==> src/rtl/dpm_pkg.sv <==
// Shared constants and carrier types for the upper code priority table
package dpm_pkg;

  // Widths and table shape
  localparam int DPM_ADDR_W = 4;
  localparam int DPM_DATA_W = 16;
  localparam int DPM_FIELD_W = 2;
  localparam int DPM_WORDS = 4;
  localparam int DPM_TABLE_W = 64;

  // Register offsets
  localparam logic [3:0] DPM_OFF_MAP_FIVE = 4'h8;
  localparam logic [3:0] DPM_OFF_MAP_SIX = 4'ha;
  localparam logic [3:0] DPM_OFF_MAP_SEVEN = 4'h0;
  localparam logic [3:0] DPM_OFF_MAP_EIGHT = 4'h2;

  // Word positions inside the 64-bit table
  localparam logic [1:0] DPM_IDX_FIVE = 2'h0;
  localparam logic [1:0] DPM_IDX_SIX = 2'h1;
  localparam logic [1:0] DPM_IDX_SEVEN = 2'h2;
  localparam logic [1:0] DPM_IDX_EIGHT = 2'h3;

  // Reset values
  localparam logic [15:0] DPM_MAP_RST = 16'h0000;
  localparam logic [15:0] DPM_RDATA_RST = 16'h0000;
  localparam logic [1:0] DPM_PRIO_RST = 2'h0;

  // Code field of the type-of-service byte and the first code of this half
  localparam int DPM_CODE_MSB = 7;
  localparam int DPM_CODE_LSB = 2;
  localparam logic [5:0] DPM_CODE_BASE = 6'h20;

  typedef logic [1:0] dpm_word_idx_t;
  typedef logic [63:0] dpm_table_t;

  typedef struct packed {
    logic [3:0] addr;
    logic [15:0] wdata;
    logic wr;
    logic rd;
  } dpm_bus_req_s;

  typedef struct packed {
    logic valid;
    logic [7:0] tos;
  } dpm_lookup_req_s;

  typedef struct packed {
    logic valid;
    logic hit;
    logic [1:0] prio;
  } dpm_lookup_rsp_s;

endpackage

==> src/rtl/dpm_map_store.sv <==
// Four 16-bit priority map words, presented as one 64-bit table
`timescale 1ns/10ps
`default_nettype none

module dpm_map_store
  import dpm_pkg::*;
#(
  parameter int WORDS = DPM_WORDS
) (
  // Clock and reset
  input wire logic clk_sys,
  input wire logic reset,
  // Write port
  input wire logic wr_en,
  input wire dpm_word_idx_t wr_idx,
  input wire logic [15:0] wr_data,
  // Table
  output dpm_table_t table_q
);

  typedef struct packed {
    logic [WORDS-1:0][15:0] words;
  } dpm_store_st_s;

  dpm_store_st_s st_q;
  dpm_store_st_s st_d;
  logic [WORDS-1:0][15:0] word_d;

  for (genvar i = 0; i < WORDS; i++) begin : g_word
    assign word_d[i] = (wr_en && wr_idx == dpm_word_idx_t'(i)) ? wr_data : st_q.words[i];
  end

  always_comb begin
    st_d.words = word_d;
  end

  always_ff @(posedge clk_sys or posedge reset) begin
    if (reset) begin
      st_q.words <= {WORDS{DPM_MAP_RST}};
    end else begin
      st_q <= st_d;
    end
  end

  // Word five in the low bits, word eight in the high bits
  assign table_q = st_q.words;

endmodule

`default_nettype wire

==> src/rtl/dpm_field_sel.sv <==
// Picks the two-bit priority field addressed by a type-of-service byte
`timescale 1ns/10ps
`default_nettype none

module dpm_field_sel
  import dpm_pkg::*;
(
  // Table
  input wire dpm_table_t table_in,
  // Lookup
  input wire logic [7:0] tos,
  output logic hit,
  output logic [1:0] prio
);

  logic [5:0] code;
  logic [4:0] idx;

  assign code = tos[DPM_CODE_MSB:DPM_CODE_LSB];
  assign hit = code[5];
  // Code minus 32 selects the field; lowest code sits in bits 1-0
  assign idx = 5'(code - DPM_CODE_BASE);
  assign prio = table_in[{idx, 1'b0} +: DPM_FIELD_W];

endmodule

`default_nettype wire

==> src/rtl/dpm_priority_map_upper.sv <==
// Upper half of the code priority table: registers, lookup and checks
//
// Summary of operation
// - Priority comes from TOS byte bits 7 to 2
// - Map five serves 0x80..0x9c, low field first
// - Map six serves 0xa0..0xbc, low field first
// - Map seven serves 0xc0..0xdc, low field first
// - Map eight serves 0xe0..0xfc, low field first
`timescale 1ns/10ps
`default_nettype none

module dpm_priority_map_upper
  import dpm_pkg::*;
(
  // Clock and reset
  input wire logic clk_sys,
  input wire logic reset,
  // Register port
  input wire dpm_bus_req_s bus_req,
  output logic [15:0] reg_rdata,
  // Classification lookup
  input wire dpm_lookup_req_s lk_req,
  output dpm_lookup_rsp_s lk_rsp
);

  typedef struct packed {
    logic [15:0] rdata;
    dpm_lookup_rsp_s rsp;
  } dpm_top_st_s;

  dpm_top_st_s st_q;
  dpm_top_st_s st_d;

  dpm_table_t table_q;
  logic addr_hit;
  dpm_word_idx_t addr_idx;
  logic sel_hit;
  logic [1:0] sel_prio;
  logic store_wr;
  logic [15:0] word_rd;

  // Offset decode
  always_comb begin
    addr_hit = 1'b1;
    addr_idx = DPM_IDX_FIVE;
    case (bus_req.addr)
      DPM_OFF_MAP_FIVE: begin
        addr_idx = DPM_IDX_FIVE;
      end
      DPM_OFF_MAP_SIX: begin
        addr_idx = DPM_IDX_SIX;
      end
      DPM_OFF_MAP_SEVEN: begin
        addr_idx = DPM_IDX_SEVEN;
      end
      DPM_OFF_MAP_EIGHT: begin
        addr_idx = DPM_IDX_EIGHT;
      end
      default: begin
        addr_hit = 1'b0;
      end
    endcase
  end

  assign store_wr = bus_req.wr && addr_hit;
  assign word_rd = table_q[{addr_idx, 4'h0} +: DPM_DATA_W];

  dpm_map_store #(
    .WORDS(DPM_WORDS)
  ) u_store (
    .clk_sys(clk_sys),
    .reset(reset),
    .wr_en(store_wr),
    .wr_idx(addr_idx),
    .wr_data(bus_req.wdata),
    .table_q(table_q)
  );

  dpm_field_sel u_sel (
    .table_in(table_q),
    .tos(lk_req.tos),
    .hit(sel_hit),
    .prio(sel_prio)
  );

  always_comb begin
    st_d = st_q;
    // Read data stand for one cycle only; unmapped offsets read as zero
    st_d.rdata = (bus_req.rd && addr_hit) ? word_rd : DPM_RDATA_RST;
    st_d.rsp.valid = lk_req.valid;
    st_d.rsp.hit = lk_req.valid && sel_hit;
    // Codes below 0x80 belong to the lower half and give no priority here
    st_d.rsp.prio = (lk_req.valid && sel_hit) ? sel_prio : DPM_PRIO_RST;
  end

  always_ff @(posedge clk_sys or posedge reset) begin
    if (reset) begin
      st_q.rdata <= DPM_RDATA_RST;
      st_q.rsp.valid <= 1'b0;
      st_q.rsp.hit <= 1'b0;
      st_q.rsp.prio <= DPM_PRIO_RST;
    end else begin
      st_q <= st_d;
    end
  end

  assign reg_rdata = st_q.rdata;
  assign lk_rsp = st_q.rsp;

  logic [7:0] chk_tos;
  assign chk_tos = lk_req.tos;
endmodule

`default_nettype wire

==> config.mk <==
export PLATFORM = sky130hd
export DESIGN_NAME = dpm_priority_map_upper
export DESIGN_NICKNAME = d
export VERILOG_FILES = /design/src/rtl/dpm_pkg.sv /design/src/rtl/dpm_map_store.sv /design/src/rtl/dpm_field_sel.sv /design/src/rtl/dpm_priority_map_upper.sv
export SDC_FILE = /design/constraint.sdc
export NUM_CORES = 1
export LEC_CHECK = 0
export ABC_CLOCK_PERIOD_IN_PS = 2000
export BUFFER_PORTS_ARGS = -buffer_cell sky130_fd_sc_hd__buf_2
export CORE_MARGIN = 1
export CORE_UTILIZATION = 40
export CTS_CLUSTER_DIAMETER = 60
export DETAILED_ROUTE_END_ITERATION = 6
export HOLD_SLACK_MARGIN = 0.15
export PLACE_DENSITY = 0.62
export SLEW_MARGIN = 20
export SYNTH_ARGS = -nofsm -noshare
export SYNTH_HDL_FRONTEND = slang
export SYNTH_HIERARCHICAL = 1
export SYNTH_SLANG_ARGS = --single-unit
==> constraint.sdc <==
create_clock -name clk_sys -period 2 [get_ports clk_sys]
set_input_delay 0.3 -clock clk_sys [delete_from_list [all_inputs] [get_ports clk_sys]]
set_output_delay 0.3 -clock clk_sys [all_outputs]
set_load 0.05 [all_outputs]
# == Word-level counts from Yosys, hierarchy flattened ==
# Cells that the tools add are included.
# op_classes
n_shift,2
n_eq_ne,6
n_reduce_logical,10
muxes,4
n_addsub,1
# op_table
cell,count
$shiftx A64 B7 Y16,1
$shiftx A64 B7 Y2,1
$mux W16,1
$eq A4 B4 Y1 const B,2
$logic_and A1 B1 Y1,7
$pmux W2 S3,1
$sub A5 B1 Y5 const B,1
$eq A2 B2 Y1 const B,2
$eq A4 B2 Y1 const B,1
$logic_not A4 Y1,1
$reduce_or A4 Y1,1
$eq A2 B1 Y1 const B,1
$logic_not A2 Y1,1
$mux W2,1
$mux W1,1
# totals
wordCells,31
input_bits,33
reg_bits,84
out_inout_bits,20

# == Longest topological paths before layout ==
# depth
depth_word,5
depth_mapped,8
depth_no_buf,6

# == Hierarchy ==
# Netlist, hierarchy kept.
# by_module_without_submodules
module,cells_per_inst,seq_area_each_um2,area_per_inst_um2,n_inst
dpm_map_store,137,1601.5,2414.8,1
dpm_priority_map_upper,103,500.5,1171.1,1
dpm_field_sel,73,0.0,618.1,1

# == Worst setup path before layout ==
# Ideal clock, no wire load.
# synth_path
kind,input to register
from,input bus_req[18] (netlist name)
to,register u_store.st_q (netlist bit u_store/table_q[16])
n_path_buf,2
cell_stages,5
setup_slack_ps,148
arrival_time_ps,1727
t_required_ps,1875
setup_ps,125
cell_sequence,nor3_2 -> buf_4 -> nand3b_2 -> clkbuf_8 -> mux2_2
# synth_between
word_cells_on_any_way,10
cone_classes,eq/ne (4); mux (2); reduce/logical (4)
# synth_rtl
item,line,rtl
"start, declared",dpm_priority_map_upper.sv:19,"input wire dpm_bus_req_s bus_req,"
"$eq A4 B2 Y1, or another cell as far along",dpm_priority_map_upper.sv:46,case (bus_req.addr)
$pmux W2 S3 (*),dpm_priority_map_upper.sv:46,
net addr_idx[1],dpm_priority_map_upper.sv:36,dpm_word_idx_t addr_idx;
$eq A2 B1 Y1 (*),dpm_map_store.sv:30,assign word_d[i] = (wr_en && wr_idx == dpm_word_idx_t'(i)) ? wr_data : st_q.words[i];
$logic_and A1 B1 Y1 (*),dpm_map_store.sv:30,
"end signal, assigned",dpm_map_store.sv:41,st_q <= st_d;
"end, declared",dpm_map_store.sv:25,dpm_store_st_s st_q;
# The timed path passes the listed nets; every way through them passes the cells marked *.
# A chain may end at the register's enable or synchronous reset.

==> results.yml <==
status:
  status: "finished clean"
clock_tree:
  clock_path_buffers: 2
  post_cts_buffers: 0
  clk_latency_ns: 0.36
  clk_pin_slew_ns: 0.08
  cts_hold_buffers: 2
  cts_resized: 0
  cts_tree: "done"
  cts_buffers: 9
  cts_max_level: 3
  cts_num_sinks: 84
  cts_root_buffer: "clkbuf_8"
place:
  gp_congestion: 0.822
  placedCellCount: 502
  io_buffer_count: 50
  post-dp-hpwl_mm: 7.10
synth:
  yosys.area.top_type: "dfrtp_1"
  yosysSeqAreaShare_pct: 50.0
  syn_area_per_cell_um2: 13.4
  ys_top_cells_by_area: "dfrtp_1 (50%), mux2_2 (17%), mux2i_1 (11%)"
  syn-cell-area_mm2: 0.00420
  synth-seq-cells: 84
  yosysWarnings: 6
  synth_nets: 346
  synth_cells: 313
  synth_top_area_share_pct: 50.0
  synth_cell_types: 34
global_routing:
  grt_pass1_vias: 2883
  grt_usage_pct: 19.8
  antenna_found_initial: 0
  grt_pass1_wl_mm: 16.1
  grt_overflow: 0
  grt_max_degree: 44
critical_path:
  crit_required_ns: 2.25
  cp_cell_sequence: "mux2i_1 > a22oi_1 > and4b_1 > a31oi_1 > o311ai_1 > and3_1"
  reg2reg_depth: 6
  reg2reg_from: "u_store/table_q[29]$_DFFE_PP0P_"
  slowest_delay_ns: 0.40
  cp_max_fo: 3
  startpoint: "u_store/table_q[29]$_DFFE_PP0P_"
  crit_arrival_ns: 1.76
  cp-end-kind: "flip-flop"
  criticalPathCategory: "reg2reg"
  rr_endpoint: "lk_rsp[1]$_DFF_PP0_"
  crit_path_top_delay_cell: "dfrtp_1"
  regToRegSetupSlack_ns: 0.49
  startpoint_type: "flip-flop"
drt:
  vias: 2765
  routed_via_density: 5.32
  drc_errors: 0
  wl_met1_mm: 4.58
  wl_per_cell_um: 18.9
  drt-total-wl_mm: 9.85
  topRoutingLayerUsed: "met4"
  route.met3.wl_um: 360
  drtIter0Drc: 101
  dr.pass1.iters: 4
  dr_wl_met2_mm: 4.74
  postRouteAntennaNets: 0
sta:
  tightest_slew_ns: 0.494
  setup_viol: 0
  relSlewSlack_pct: 67.0
  rsz0062_at_grt: "false"
  fmax_ghz: 0.661
  hold_violations: 0
  slew_violations: 0
  period_needed_ns: 1.51
  final.setup_skew_ns: 0.0109
  fin_crit_sh_pct: 75.7
  fin_tns_setup_ns: 0
layout:
  syn2layout_area_growth_pct: 16.5
  drive_above_1_share_pct: 46.4
  layout_common_cells: "dfrtp_1 (84), mux2_2 (64), buf_2 (50)"
  nets: 412
  n_antenna_cell: 0
  mostFrequentLayoutCell: "dfrtp_1"
  final_cell_count_no_fill: 520
die:
  rows: 37
  die_w_um: 105
  die_h_um: 105
  start_util_pct: 40.9
  top_level_ports: 53
  core_region_area_mm2: 0.0103
  die_area_mm2: 0.0109
pwr:
  ir_worst_vdd_v: 0.000385
  leakagePower_nw: 2.37
  cellPowerDensity_mw_per_mm2: 832
hold_path:
  min_path_type: "in2reg"
  min_delay_path_depth: 2
  worstHoldStart: "lk_req[7]"
  min_to: "lk_rsp[2]$_DFF_PP0_"
flow_run:
  cap_violations: 0
==> cells in the mapped netlist <==
master,number
nor2b_1,2
buf_6,5
o311ai_1,2
nand3_2,1
clkbuf_2,1
mux2_2,64
and2_1,4
nor2_1,24
buf_8,1
a211oi_1,1
a2111oi_1,5
nand4b_1,2
clkbuf_8,1
nand2b_4,1
nand4bb_1,1
buf_4,5
a22oi_1,14
dfrtp_1,84
nand2_1,6
a31oi_1,2
and4b_1,2
inv_1,2
buf_2,3
mux2i_1,48
and3_1,2
clkbuf_1,2
buf_12,2
nor2_2,9
a2111oi_2,10
nor3b_4,1
o211ai_1,1
nor3_2,1
nand3b_2,2
a21oi_1,2
==> report_power, final <==
part | internal, mW | switching (mW) | leakage (nW)
clock | 0.613 | 0.606 | 0.0918
sequential | 1.93 | 0.197 | 1.09
combinational | 0.358 | 0.376 | 1.19
total | 2.90 | 1.18 | 2.37
==> per-stage QoR <==
stage	cell area (um2)	power, mW	util, %	hold WS (ns)	setup WS (ns)
2_1_floorplan	4200	2.63	-	0.264	0.102
3_3_place_gp	4680	2.86	45.5	0.177	0.186
3_5_place_dp	4680	2.89	45.5	0.179	0.200
4_1_cts	4900	4.12	47.7	0.158	0.500
5_1_grt	4900	4.28	47.7	0.195	0.396
6_report	4900	4.08	47.7	0.186	0.486
==> area by class of cell <==
type	count	area, um2
tap	136	170
inverter	2	7.51
multi-input combinational	207	1910
clock buffer	11	141
clock inverter	5	61.3
sequential	84	2100
timing repair buffer	75	505
fill	943	5380
==> metal layers <==
| layer | track usage (%) | vias to the layer above |
|---|---|---|
| met5 | 0 | - |
| met4 | 7.55 | 0 |
| met3 | 4.01 | 11 |
| met2 | 31.5 | 64 |
| met1 | 26.7 | 1402 |
| li1 | - | 1288 |
==> worst max-delay path: cells and delay by family (launching register included) <==
| family | cells | cell delay [ns] |
|---|---|---|
| compound gates | 3 | 0.37 |
| flops | 1 | 0.40 |
| mux | 1 | 0.23 |
| simple gates | 2 | 0.41 |
==> flip-flops by register name (all words and copies together) (netlist names) <==
register and cells:
lk_rsp 4, reg_rdata 16, u_store/table_q 64
==> cells by family (layout without fill, tap and decap cells) <==
logic type             after synthesis  in the layout  share of synthesized area [%]
muxes                              112            112                           28.6
and+or+nand+nor                     58             58                           8.15
buffers and inverters               22             93                           4.70
DFF                                 84             84                           50.0
AOI/OAI and AO/OA                   37             37                           8.57
==> how the worst max path moves through the flow <==
stage | depth (start not counted) | endpoint
after CTS | 6 | lk_rsp[0]$_DFF_PP0_
after global placement | 6 | u_store/table_q[40]$_DFFE_PP0P_
after floorplan | 1 | u_store/table_q[0]$_DFFE_PP0P_
final | 6 | lk_rsp[1]$_DFF_PP0_
after global routing | 6 | lk_rsp[1]$_DFF_PP0_
after detailed placement | 8 | lk_rsp[1]$_DFF_PP0_
Power figures use the tool's default switching activity.
